==> src/logic/gcpr_pkg.sv <==
package gcpr_pkg;

   localparam int ADDR_W = 10;
   localparam int DATA_W = 32;
   localparam int LINE_N = 8;
   localparam int LANE_N = 4;
   localparam int LANE_W = 8;
   localparam int PULL_SEL_W = 2;

   localparam logic [ADDR_W-1:0] OFS_RISE_EN = 10'h380;
   localparam logic [ADDR_W-1:0] OFS_FALL_EN = 10'h384;
   localparam logic [ADDR_W-1:0] OFS_LINE_STATUS = 10'h38c;
   localparam logic [ADDR_W-1:0] OFS_INT_MASK = 10'h390;
   localparam logic [ADDR_W-1:0] OFS_GLOBAL_CFG = 10'h398;
   localparam logic [ADDR_W-1:0] OFS_FRONT_PULL = 10'h39c;
   localparam logic [ADDR_W-1:0] OFS_REAR_PULL = 10'h3a0;

   localparam int CFG_BYTE_ORDER_BIT = 0;
   localparam int CFG_ACK_MODE_BIT = 1;

   localparam logic CFG_BYTE_ORDER_RST = 1'h0;
   localparam logic CFG_ACK_MODE_RST = 1'h0;
   localparam logic ACK_CLEAR_BY_WRITE = 1'h0;
   localparam logic ACK_CLEAR_ON_READ = 1'h1;
   localparam logic [LINE_N-1:0] LINE_REG_RST = 8'h00;
   localparam logic [DATA_W-1:0] RDATA_RST = 32'h0000_0000;

   typedef enum logic [PULL_SEL_W-1:0] {
      GCPR_PULL_FLOAT = 2'h0,
      GCPR_PULL_UP_5V = 2'h1,
      GCPR_PULL_UP_3V3 = 2'h2,
      GCPR_PULL_DOWN_GND = 2'h3
   } gcpr_pull_sel_type;

   localparam gcpr_pull_sel_type PULL_SEL_RST = GCPR_PULL_FLOAT;

   // One switch per reference rail; at most one is closed at a time.
   typedef struct packed {
      logic to_5v;
      logic to_3v3;
      logic to_gnd;
   } gcpr_pull_drive_type;

   typedef enum logic [2:0] {
      GCPR_REG_NONE,
      GCPR_REG_RISE_EN,
      GCPR_REG_FALL_EN,
      GCPR_REG_LINE_STATUS,
      GCPR_REG_INT_MASK,
      GCPR_REG_GLOBAL_CFG,
      GCPR_REG_FRONT_PULL,
      GCPR_REG_REAR_PULL
   } gcpr_reg_type;

endpackage

==> src/logic/gcpr_line_edge.sv <==
`timescale 1ns/1ps
`default_nettype none
module gcpr_line_edge (
   input wire logic clk,
   input wire logic resetn,
   input wire logic [gcpr_pkg::LINE_N-1:0] line_in,
   input wire logic [gcpr_pkg::LINE_N-1:0] rise_en,
   input wire logic [gcpr_pkg::LINE_N-1:0] fall_en,
   output logic [gcpr_pkg::LINE_N-1:0] edge_event
);

   logic [gcpr_pkg::LINE_N-1:0] prev_ff;
   logic armed_ff;

   // The first sample after reset only primes the history, so a line that
   // is already high at release does not report a false rising edge.
   always_ff @(posedge clk) begin
      if (!resetn) begin
         armed_ff <= 1'b0;
      end else begin
         armed_ff <= 1'b1;
      end
   end

   always_ff @(posedge clk) begin
      if (!resetn) begin
         prev_ff <= gcpr_pkg::LINE_REG_RST;
      end else begin
         prev_ff <= line_in;
      end
   end

   genvar i;
   generate
      for (i = 0; i < gcpr_pkg::LINE_N; i = i + 1) begin : g_line
         assign edge_event[i] = armed_ff &
            ((rise_en[i] & line_in[i] & ~prev_ff[i]) |
             (fall_en[i] & ~line_in[i] & prev_ff[i]));
      end
   endgenerate

endmodule
`default_nettype wire

==> src/logic/gcpr_pull_drive.sv <==
`timescale 1ns/1ps
`default_nettype none
module gcpr_pull_drive (
   input wire logic clk,
   input wire logic resetn,
   input wire gcpr_pkg::gcpr_pull_sel_type sel,
   output gcpr_pkg::gcpr_pull_drive_type drive
);

   gcpr_pkg::gcpr_pull_drive_type nxt_drive;
   gcpr_pkg::gcpr_pull_drive_type drive_ff;

   always_comb begin
      nxt_drive = '0;
      unique case (sel)
         gcpr_pkg::GCPR_PULL_FLOAT: nxt_drive = '0;
         gcpr_pkg::GCPR_PULL_UP_5V: nxt_drive.to_5v = 1'b1;
         gcpr_pkg::GCPR_PULL_UP_3V3: nxt_drive.to_3v3 = 1'b1;
         gcpr_pkg::GCPR_PULL_DOWN_GND: nxt_drive.to_gnd = 1'b1;
      endcase
   end

   always_ff @(posedge clk) begin
      if (!resetn) begin
         drive_ff <= '0;
      end else begin
         drive_ff <= nxt_drive;
      end
   end

   assign drive = drive_ff;

endmodule
`default_nettype wire

==> src/logic/gcpr_regs.sv <==
`timescale 1ns/1ps
`default_nettype none
module gcpr_regs (
   input wire logic clk,
   input wire logic resetn,
   input wire logic [gcpr_pkg::ADDR_W-1:0] reg_addr,
   input wire logic [gcpr_pkg::DATA_W-1:0] reg_wdata,
   input wire logic reg_wr,
   input wire logic reg_rd,
   input wire logic [gcpr_pkg::LANE_N-1:0] reg_rd_byte_en,
   output logic [gcpr_pkg::DATA_W-1:0] reg_rdata,
   input wire logic [gcpr_pkg::LINE_N-1:0] line_in,
   output gcpr_pkg::gcpr_pull_drive_type front_line_pull,
   output gcpr_pkg::gcpr_pull_drive_type rear_line_pull,
   output logic transfer_byte_order_select,
   output logic irq
);

   // Address decode, shared by the write path and the read path.
   function automatic gcpr_pkg::gcpr_reg_type reg_decode(
      input logic [gcpr_pkg::ADDR_W-1:0] addr
   );
      gcpr_pkg::gcpr_reg_type sel;
      sel = gcpr_pkg::GCPR_REG_NONE;
      unique case (addr)
         gcpr_pkg::OFS_RISE_EN: sel = gcpr_pkg::GCPR_REG_RISE_EN;
         gcpr_pkg::OFS_FALL_EN: sel = gcpr_pkg::GCPR_REG_FALL_EN;
         gcpr_pkg::OFS_LINE_STATUS: sel = gcpr_pkg::GCPR_REG_LINE_STATUS;
         gcpr_pkg::OFS_INT_MASK: sel = gcpr_pkg::GCPR_REG_INT_MASK;
         gcpr_pkg::OFS_GLOBAL_CFG: sel = gcpr_pkg::GCPR_REG_GLOBAL_CFG;
         gcpr_pkg::OFS_FRONT_PULL: sel = gcpr_pkg::GCPR_REG_FRONT_PULL;
         gcpr_pkg::OFS_REAR_PULL: sel = gcpr_pkg::GCPR_REG_REAR_PULL;
         default: sel = gcpr_pkg::GCPR_REG_NONE;
      endcase
      return sel;
   endfunction

   // Expands byte enables into a bit mask over one data word.
   function automatic logic [gcpr_pkg::DATA_W-1:0] lane_mask(
      input logic [gcpr_pkg::LANE_N-1:0] be
   );
      logic [gcpr_pkg::DATA_W-1:0] m;
      m = '0;
      for (int k = 0; k < gcpr_pkg::LANE_N; k++) begin
         m[k*gcpr_pkg::LANE_W +: gcpr_pkg::LANE_W] = {gcpr_pkg::LANE_W{be[k]}};
      end
      return m;
   endfunction

   gcpr_pkg::gcpr_reg_type wr_sel;
   gcpr_pkg::gcpr_reg_type rd_sel;

   logic ack_mode_ff;
   logic byte_order_ff;
   gcpr_pkg::gcpr_pull_sel_type front_sel_ff;
   gcpr_pkg::gcpr_pull_sel_type rear_sel_ff;
   logic [gcpr_pkg::LINE_N-1:0] rise_en_ff;
   logic [gcpr_pkg::LINE_N-1:0] fall_en_ff;
   logic [gcpr_pkg::LINE_N-1:0] int_mask_ff;
   logic [gcpr_pkg::LINE_N-1:0] line_edge_event_flag_ff;
   logic [gcpr_pkg::LINE_N-1:0] nxt_line_edge_event_flag;
   logic [gcpr_pkg::LINE_N-1:0] edge_event;
   logic [gcpr_pkg::LINE_N-1:0] write_clear;
   logic [gcpr_pkg::LINE_N-1:0] read_clear;
   logic [gcpr_pkg::LINE_N-1:0] rd_lane_bits;
   logic [gcpr_pkg::DATA_W-1:0] rd_mask;
   logic [gcpr_pkg::DATA_W-1:0] nxt_rdata;
   logic [gcpr_pkg::DATA_W-1:0] rdata_ff;
   logic irq_ff;

   assign wr_sel = reg_decode(reg_addr);
   assign rd_sel = reg_decode(reg_addr);

   // Global configuration: acknowledge mode and byte order.
   always_ff @(posedge clk) begin
      if (!resetn) begin
         ack_mode_ff <= gcpr_pkg::CFG_ACK_MODE_RST;
      end else if (reg_wr && wr_sel == gcpr_pkg::GCPR_REG_GLOBAL_CFG) begin
         ack_mode_ff <= reg_wdata[gcpr_pkg::CFG_ACK_MODE_BIT];
      end
   end

   // The byte order only leaves this block as a level; the transfer engine
   // that honours it lives elsewhere.
   always_ff @(posedge clk) begin
      if (!resetn) begin
         byte_order_ff <= gcpr_pkg::CFG_BYTE_ORDER_RST;
      end else if (reg_wr && wr_sel == gcpr_pkg::GCPR_REG_GLOBAL_CFG) begin
         byte_order_ff <= reg_wdata[gcpr_pkg::CFG_BYTE_ORDER_BIT];
      end
   end

   always_ff @(posedge clk) begin
      if (!resetn) begin
         front_sel_ff <= gcpr_pkg::PULL_SEL_RST;
      end else if (reg_wr && wr_sel == gcpr_pkg::GCPR_REG_FRONT_PULL) begin
         front_sel_ff <= gcpr_pkg::gcpr_pull_sel_type'(reg_wdata[gcpr_pkg::PULL_SEL_W-1:0]);
      end
   end

   always_ff @(posedge clk) begin
      if (!resetn) begin
         rear_sel_ff <= gcpr_pkg::PULL_SEL_RST;
      end else if (reg_wr && wr_sel == gcpr_pkg::GCPR_REG_REAR_PULL) begin
         rear_sel_ff <= gcpr_pkg::gcpr_pull_sel_type'(reg_wdata[gcpr_pkg::PULL_SEL_W-1:0]);
      end
   end

   // Edge enables select which transitions of each line raise its flag.
   always_ff @(posedge clk) begin
      if (!resetn) begin
         rise_en_ff <= gcpr_pkg::LINE_REG_RST;
      end else if (reg_wr && wr_sel == gcpr_pkg::GCPR_REG_RISE_EN) begin
         rise_en_ff <= reg_wdata[gcpr_pkg::LINE_N-1:0];
      end
   end

   always_ff @(posedge clk) begin
      if (!resetn) begin
         fall_en_ff <= gcpr_pkg::LINE_REG_RST;
      end else if (reg_wr && wr_sel == gcpr_pkg::GCPR_REG_FALL_EN) begin
         fall_en_ff <= reg_wdata[gcpr_pkg::LINE_N-1:0];
      end
   end

   always_ff @(posedge clk) begin
      if (!resetn) begin
         int_mask_ff <= gcpr_pkg::LINE_REG_RST;
      end else if (reg_wr && wr_sel == gcpr_pkg::GCPR_REG_INT_MASK) begin
         int_mask_ff <= reg_wdata[gcpr_pkg::LINE_N-1:0];
      end
   end

   gcpr_line_edge u_line_edge (
      .clk(clk),
      .resetn(resetn),
      .line_in(line_in),
      .rise_en(rise_en_ff),
      .fall_en(fall_en_ff),
      .edge_event(edge_event)
   );

   // A write to the status register only clears in clear-by-write mode; in
   // clear-on-read mode such a write is ignored so that a stray store cannot
   // drop an event software has not seen yet.
   always_comb begin
      write_clear = '0;
      if (reg_wr && wr_sel == gcpr_pkg::GCPR_REG_LINE_STATUS &&
          ack_mode_ff == gcpr_pkg::ACK_CLEAR_BY_WRITE) begin
         write_clear = reg_wdata[gcpr_pkg::LINE_N-1:0];
      end
   end

   assign rd_mask = lane_mask(reg_rd_byte_en);
   assign rd_lane_bits = rd_mask[gcpr_pkg::LINE_N-1:0];

   always_comb begin
      read_clear = '0;
      if (reg_rd && rd_sel == gcpr_pkg::GCPR_REG_LINE_STATUS &&
          ack_mode_ff == gcpr_pkg::ACK_CLEAR_ON_READ) begin
         read_clear = rd_lane_bits;
      end
   end

   // An edge in the same cycle as the clear survives: set wins over clear.
   always_comb begin
      nxt_line_edge_event_flag = (line_edge_event_flag_ff & ~(write_clear | read_clear)) |
         edge_event;
   end

   always_ff @(posedge clk) begin
      if (!resetn) begin
         line_edge_event_flag_ff <= gcpr_pkg::LINE_REG_RST;
      end else begin
         line_edge_event_flag_ff <= nxt_line_edge_event_flag;
      end
   end

   // Level interrupt, one cycle behind the flags and mask it reflects.
   always_ff @(posedge clk) begin
      if (!resetn) begin
         irq_ff <= 1'b0;
      end else begin
         irq_ff <= |(line_edge_event_flag_ff & int_mask_ff);
      end
   end

   // Read data show the value before any clear the same read causes.
   always_comb begin
      nxt_rdata = '0;
      unique case (rd_sel)
         gcpr_pkg::GCPR_REG_NONE: nxt_rdata = '0;
         gcpr_pkg::GCPR_REG_RISE_EN: nxt_rdata[gcpr_pkg::LINE_N-1:0] = rise_en_ff;
         gcpr_pkg::GCPR_REG_FALL_EN: nxt_rdata[gcpr_pkg::LINE_N-1:0] = fall_en_ff;
         gcpr_pkg::GCPR_REG_LINE_STATUS: begin
            nxt_rdata[gcpr_pkg::LINE_N-1:0] = line_edge_event_flag_ff;
         end
         gcpr_pkg::GCPR_REG_INT_MASK: nxt_rdata[gcpr_pkg::LINE_N-1:0] = int_mask_ff;
         gcpr_pkg::GCPR_REG_GLOBAL_CFG: begin
            nxt_rdata[gcpr_pkg::CFG_ACK_MODE_BIT] = ack_mode_ff;
            nxt_rdata[gcpr_pkg::CFG_BYTE_ORDER_BIT] = byte_order_ff;
         end
         gcpr_pkg::GCPR_REG_FRONT_PULL: nxt_rdata[gcpr_pkg::PULL_SEL_W-1:0] = front_sel_ff;
         gcpr_pkg::GCPR_REG_REAR_PULL: nxt_rdata[gcpr_pkg::PULL_SEL_W-1:0] = rear_sel_ff;
      endcase
   end

   // Read data stand only in the cycle after the strobe, zero otherwise.
   always_ff @(posedge clk) begin
      if (!resetn) begin
         rdata_ff <= gcpr_pkg::RDATA_RST;
      end else if (reg_rd) begin
         rdata_ff <= nxt_rdata;
      end else begin
         rdata_ff <= gcpr_pkg::RDATA_RST;
      end
   end

   gcpr_pull_drive u_front_pull (
      .clk(clk),
      .resetn(resetn),
      .sel(front_sel_ff),
      .drive(front_line_pull)
   );

   gcpr_pull_drive u_rear_pull (
      .clk(clk),
      .resetn(resetn),
      .sel(rear_sel_ff),
      .drive(rear_line_pull)
   );

   assign reg_rdata = rdata_ff;
   assign transfer_byte_order_select = byte_order_ff;
   assign irq = irq_ff;

endmodule
`default_nettype wire
==> config.mk <==
export PLATFORM = sky130hd
export DESIGN_NAME = gcpr_regs
export DESIGN_NICKNAME = d
export VERILOG_FILES = /design/src/logic/gcpr_pkg.sv /design/src/logic/gcpr_line_edge.sv /design/src/logic/gcpr_pull_drive.sv /design/src/logic/gcpr_regs.sv
export SDC_FILE = /design/constraint.sdc
export NUM_CORES = 1
export LEC_CHECK = 0
export BUFFER_PORTS_ARGS = -buffer_cell sky130_fd_sc_hd__buf_2
export CAP_MARGIN = 15
export CORE_MARGIN = 2
export CORE_UTILIZATION = 52
export CTS_BUF_LIST = sky130_fd_sc_hd__clkbuf_8
export DETAILED_ROUTE_END_ITERATION = 8
export GPL_ROUTABILITY_DRIVEN = 0
export HOLD_SLACK_MARGIN = 0.08
export MAX_ROUTING_LAYER = met4
export PLACE_DENSITY_LB_ADDON = 0.2
export RECOVER_POWER = 100
export SYNTH_ARGS = -nofsm -noshare
export SYNTH_HDL_FRONTEND = slang
export SYNTH_SLANG_ARGS = --single-unit
==> constraint.sdc <==
create_clock -name clk -period 2 [get_ports clk]
set_input_delay 0.4 -clock clk [delete_from_list [all_inputs] [get_ports clk]]
set_output_delay 0.4 -clock clk [all_outputs]
set_load 0.05 [all_outputs]
==> flow_summary.ini, run 1 <==
[routing]
drc = 0
dr.pass1.iters = 4
vias = 2531
wl_um = 7260
vias_per_cell = 5.64
drt_iter0_drc = 181
postRouteAntennaNets = 0
wl_per_cell_um = 16.2

[pwr]
p_leak_nw = 1.33
worst_ir_drop_vdd_v = 0.000567
p_per_area_nw_per_um2 = 792
total_power_w = 0.00265

[logic_synthesis]
postSynthCellCount = 326
synth_seq_cells = 62
synth_edf_count = 0
synth.area.top_cells = dfxtp_1 (42%), buf_4 (6.5%), mux2i_1 (5.7%)
synthArstFlopShare_pct = 0
yosys_warnings = 0
syn_area_um2 = 2990
synth_most_common_cell = dfxtp_1
yosysTopAreaCell = dfxtp_1
synth_flop_cell = dfxtp_1
synth_common_cells = dfxtp_1 (62), nand2_1 (35), buf_4 (26)
yosysUniqueCellTypes = 46
synth_top_area_share_pct = 41.5
ys_seq_area_share_pct = 41.5
synth_area_per_cell_um2 = 9.17

[placement]
dp_cells = 434
pre_cts_ws_ns = 0.237
place_hpwl_um = 4860
port_buffers = 46

[die]
coreArea_um2 = 5540
rows = 27
die_h_um = 79.8
ios = 98
dieArea_um2 = 6370
die_w_um = 79.8
initial_core_util_pct = 54.0

[clocking]
path_clk_slew_ns = 0.07
cts_tree = yes
cts-root-buf = clkbuf_8
postCtsHoldBufs = 0
clockBufferDepth = 2
cts_buffers = 9
cts_resized = 0
clock_sinks = 62
cts_max_level = 3
clkLatencyLatePin_ns = 0.35
post_cts_buffers = 0

[sta]
tightest_slew_ns = 1.10
setup_viol = 0
hold_viol_final = 0
fmax_mhz = 603
finClkSkew_ns = 0.0158
timing.final.crit_share_pct = 82.9
rsz0062_at_grt = no
final.setup.tns_ns = 0
layout_min_cycle_time_ns = 1.66
max_slew_margin_pct = 26.6
layout_setup_ws_ns = 0.342
drv_slew = 0

[outcome]
status = completed

[setup_path]
crit_chain = clkbuf_2 -> nor4b_4 -> nand4_1 -> nand2_1 -> a21oi_1
critical_path_class = primary input to flip-flop
cp_slowest_cell = nand4_1
worstPathArrival_ns = 1.84
end_kind = flip-flop
start_kind = primary input
cp_slowest_stage_delay_ns = 0.49
path_max_fanout = 20
crit_required_ns = 2.18

[grt]
grt_pass1_vias = 2243
grt_pass1_wl_um = 11200
grt_usage_pct = 24.1
overflow = 0
antenna_found_initial = 0
grt_max_degree = 22

[finish]
area_growth_pct = 12.1
final_nets = 431
fin_cells = 449
drive_above_1_share_pct = 18.6
fin_util_pct = 60.5
antenna_cells = 0

[run]
cap_violations = 0

[worst_hold_path]
hold_path.class = primary input to flip-flop
metal layers:
layer	up-vias	track usage (%)	share of wire (%)
li1	1205	-	-
met1	1191	31.5	45
met2	123	35.1	46
met3	12	4.98	7.5
met4	0	12.5	1.7
met5	-	-	0
critical path, delay by kind of cell:
| kind | cells | cell delay (ns) |
|---|---|---|
| AND/OR/NAND/NOR | 3 | 1.03 |
| buffers and inverters | 1 | 0.31 |
| AO/OA/AOI/OAI | 1 | 0.08 |
final timing paths:
kind | from | depth (start not counted) | slack [ns] | end
setup reg to reg | ack_mode_ff$_SDFFE_PN0P_ | 4 | 0.66 | line_edge_event_flag_ff[0]$_SDFF_PN0_
setup / recovery | reg_addr[4] | 5 | 0.34 | fall_en_ff[4]$_SDFFE_PN0P_
hold reg to reg | rear_sel_ff[0]$_SDFFE_PN0P_ | 1 | 0.47 | u_rear_pull.drive[1]$_SDFF_PN0_
hold / removal | line_in[7] | 2 | 0.27 | u_line_edge.prev_ff[7]$_SDFF_PN0_
where the power goes:
group	internal [W]	switching (W)	total (W)
registers	0.00124	0.00000404	0.00125
logic	0.0000522	0.000196	0.000248
clock network	0.000668	0.000488	0.00116
area by class of cell:
class	count	area, µm²
fillers	520	2190
multi-input cells	242	1520
flip-flops and latches	62	1240
repair buffers	57	289
clock buffers	12	165
well taps	72	90.1
clock inverters	3	42.5
inverters	1	3.75
cell families after synthesis:
kind of cell	after synthesis	share of synthesized area, %
compound gates	54	11.8
mux	30	10.6
flops	62	41.5
buf+inv	45	9.88
other cells	1	0.125
simple gates	134	26.1
cells in the final DEF, fill, tap and decap left out, types with 5 or more instances in the layout:
master,count
buf_2,28
nand3_1,26
a21oi_1,10
a22oi_1,10
and2_0,5
nand3b_1,8
mux2_2,13
nand2_1,35
and3_1,5
mux2i_1,17
conb_1,24
clkbuf_8,12
dfxtp_1,62
o21ai_0,18
buf_4,6
nor2_1,23
clkbuf_1,21
a32o_1,8
flip-flops by register name, indices dropped and copies added, names as in the netlist, 2 cells and up:
name                     count
fall_en_ff                   8
front_sel_ff                 2
int_mask_ff                  8
line_edge_event_flag_ff      8
rear_sel_ff                  2
reg_rdata                    8
rise_en_ff                   8
u_front_pull.drive           3
u_line_edge.prev_ff          8
u_rear_pull.drive            3
metrics by stage:
step	hold slack [ns]	instance area, µm²
2_1_floorplan	0.427	3080
3_3_place_gp	0.453	3200
3_5_place_dp	0.458	3200
4_1_cts	0.268	3410
5_1_grt	0.287	3350
6_report	0.268	3350
(Power assumes the default switching activity.)
==> run 2: changes to the inputs <==
--- a/config.mk
+++ b/config.mk
@@ -5,10 +5,11 @@
 export SDC_FILE = /design/constraint.sdc
 export NUM_CORES = 1
 export LEC_CHECK = 0
+export ABC_AREA = 1
 export BUFFER_PORTS_ARGS = -buffer_cell sky130_fd_sc_hd__buf_2
 export CAP_MARGIN = 15
 export CORE_MARGIN = 2
-export CORE_UTILIZATION = 52
+export CORE_UTILIZATION = 47
 export CTS_BUF_LIST = sky130_fd_sc_hd__clkbuf_8
 export DETAILED_ROUTE_END_ITERATION = 8
 export GPL_ROUTABILITY_DRIVEN = 0
==> constraint.sdc (replaced) <==
create_clock -name clk -period 1.38 [get_ports clk]
set_input_delay 0.276 -clock clk [delete_from_list [all_inputs] [get_ports clk]]
set_output_delay 0.276 -clock clk [all_outputs]
set_load 0.05 [all_outputs]
==> run 2 against run 1 <==
- the run now ends with setup timing left
- critical endpoint is now fall_en_ff[1]$_SDFFE_PN0P_
- global-route usage shrank 1.3 points
- total power grew 39%
- via count grew 11%
- register-to-register slack got worse by 0.42 ns
- die area rose by 9.6%
- routed wire length is 5.3% higher
- clock power grew 21%
- clock skew down 0.010 ns
- sequential cell count unchanged
- utilization is 5.5 points higher
- worst setup slack got worse by 0.35 ns
- first-iteration DRC count decreased by 10%
==> flow_summary.ini, run 2 <==
[logic_synthesis]
synth_adder_area_share_pct = 0
synth.area.mux_share_pct = 0
synth_most_common_cell = dfxtp_1
synth_top_area_share_pct = 41.7
postSynthCellCount = 382
synth_compound_area_share_pct = 20.2
ys_seq_area_share_pct = 41.7
synthXorXnorAreaFrac_pct = 0
yosys_warnings = 0
yosysTopAreaCell = dfxtp_1
synth.area.top_cells = dfxtp_1 (42%), a21oi_1 (8.7%), o21ai_0 (7.4%)
synth_edf_count = 0
synth-simple-area-share_pct = 23.2
yosysUniqueCellTypes = 31
synth_area_per_cell_um2 = 7.79
synth_flop_cell = dfxtp_1
syn_area_um2 = 2980
synthArstFlopShare_pct = 0
synth_common_cells = dfxtp_1 (62), a21oi_1 (52), inv_1 (50)
synth_seq_cells = 62
synth_top_family_by_area = simple AND/OR/NAND/NOR gates

[clocking]
cts_buffers = 9
cts_tree = yes
cts-root-buf = clkbuf_8
clockBufferDepth = 2
clock_sinks = 62
path_clk_slew_ns = 0.07
cts_max_level = 3
clkLatencyLatePin_ns = 0.35

[finish]
nFillCells = 528
antenna_cells = 0
area_growth_pct = 33.6
fin_cells = 551
final_cell_mix = dfxtp_1 (62), a21oi_1 (47), inv_1 (45), buf_2 (38), buf_4 (37)
drive_above_1_share_pct = 32.8
final_nets = 529
layout_commonest_cell = dfxtp_1
fin_util_pct = 66.0

[placement]
dp_cells = 526
place_hpwl_um = 5410
pre_cts_ws_ns = -0.461
port_buffers = 46

[grt]
grt_pass1_vias = 2675
grt_usage_pct = 22.7
overflow = 0
grt_max_degree = 23
grt_pass1_wl_um = 12400
antenna_found_initial = 0

[pwr]
p_leak_nw = 1.79
p_per_area_nw_per_um2 = 926
total_power_w = 0.00368
worst_ir_drop_vdd_v = 0.000892

[sta]
max_slew_margin_pct = 64.4
layout_setup_ws_ns = -0.00288
hold_ws_ns = 0.123
fmax_mhz = 723
timing.final.crit_share_pct = 100
hold_viol_final = 0
drv_slew = 0
layout_min_cycle_time_ns = 1.38
rsz0062_at_grt = yes
setup_viol = 1
tightest_slew_ns = 0.533
finClkSkew_ns = 0.00547

[die]
ios = 98
rows = 28
initial_core_util_pct = 49.4
die_h_um = 83.6
die_w_um = 83.6
coreArea_um2 = 6030
dieArea_um2 = 6980

[setup_path]
end_kind = flip-flop
crit_start = reg_addr[9]
cp_slowest_cell = nor2_4
start_kind = primary input
critical_path_class = primary input to flip-flop
cp_top_family = simple AND/OR/NAND/NOR gates
crit_required_ns = 1.66
r2r_cells = 4
crit_chain = buf_4 -> nand2_8 -> nor2_8 -> buf_6 -> nand3_4 -> inv_4 -> nor2_4 -> nand3_4 -> nor2_4 -> buf_6 -> o21ai_4 -> a21oi_2
reg2reg_from = ack_mode_ff$_SDFFE_PN0P_
path_max_fanout = 6
ff2ff_setup_slack_ns = 0.24
worstPathArrival_ns = 1.66
timing.rr.end = line_edge_event_flag_ff[7]$_SDFF_PN0_
worst-path-buf-inv = 4
cp_slowest_stage_delay_ns = 0.18

[routing]
wl_um = 7650
drc = 0
postRouteAntennaNets = 0
vias_per_cell = 5.10
vias = 2810
dr.pass1.iters = 4
drt_iter0_drc = 162
wl_per_cell_um = 13.9

[worst_hold_path]
hold_depth = 3
whs_endpoint = u_line_edge.prev_ff[3]$_SDFF_PN0_
worstHoldStart = line_in[3]
hold_path.class = primary input to flip-flop

[outcome]
violations = setup timing
status = finished, violations left

[run]
cap_violations = 0
[run 2: cells by family after synthesis]
kind of cell,count (synthesis)
buf+inv,88
other cells,1
flops,62
simple gates,118
compound gates,113
[run 2: layer usage]
metal | routed length [µm] | GRT usage [%] | vias up
li1 | - | - | 1417
met1 | 3410 | 27.9 | 1303
met2 | 3730 | 35.9 | 79
met3 | 407 | 7.62 | 11
met4 | 106 | 6.16 | 0
met5 | 0 | - | -
[run 2: timing repair]
item                                    in CTS  in global routing
endpoints found under the setup margin      12                 34
pin swaps                                    6                 14
buffers inserted                             5                  3
hold endpoints to repair                     0                  0
hold buffers                                 0                  0
gates resized for setup                     13                 33
gates cloned                                 1                  1
[run 2: final cells by class]
type | count | area [µm²] | area share [%]
Clock inverter | 6 | 37.5 | 0.944
Tap cell | 75 | 93.8 | 2.36
Sequential cell | 62 | 1240 | 31.2
Inverter | 55 | 255 | 6.42
Clock buffer | 10 | 138 | 3.46
Multi-Input combinational cell | 256 | 1560 | 39.3
Timing Repair Buffer | 87 | 647 | 16.3
[run 2: per-stage QoR]
step	instance area [µm²]	setup TNS, ns
after floorplan	3210	-0.148
after global placement	3570	-13.21
after detailed placement	3570	-14.31
after CTS	3880	0
after global routing	3980	-0.366
final	3980	-0.00288
[run 2: tightest hold or removal path: cells and delay by family]
family	cells	cell delay [ns]
buffers and inverters	2	0.13
and+or+nand+nor	1	0.04
[run 2: worst max-delay path by stage]
stage                                  to  depth (start not counted)  slack, ns
2_1_floorplan  fall_en_ff[6]$_SDFFE_PN0P_                         10      -0.04
3_3_place_gp      reg_rdata[5]$_SDFF_PN0_                         12      -0.46
3_5_place_dp      reg_rdata[5]$_SDFF_PN0_                         12      -0.46
4_1_cts        fall_en_ff[4]$_SDFFE_PN0P_                         11      0.003
5_1_grt        fall_en_ff[1]$_SDFFE_PN0P_                         11      -0.07
6_report       fall_en_ff[1]$_SDFFE_PN0P_                         12     -0.003
[run 2: report_power, final]
group          switching, W  total [W]  internal [W]
clock network      0.000716    0.00140      0.000688
logic              0.000312   0.000439      0.000127
registers         0.0000206    0.00184       0.00182
total               0.00105    0.00368       0.00263
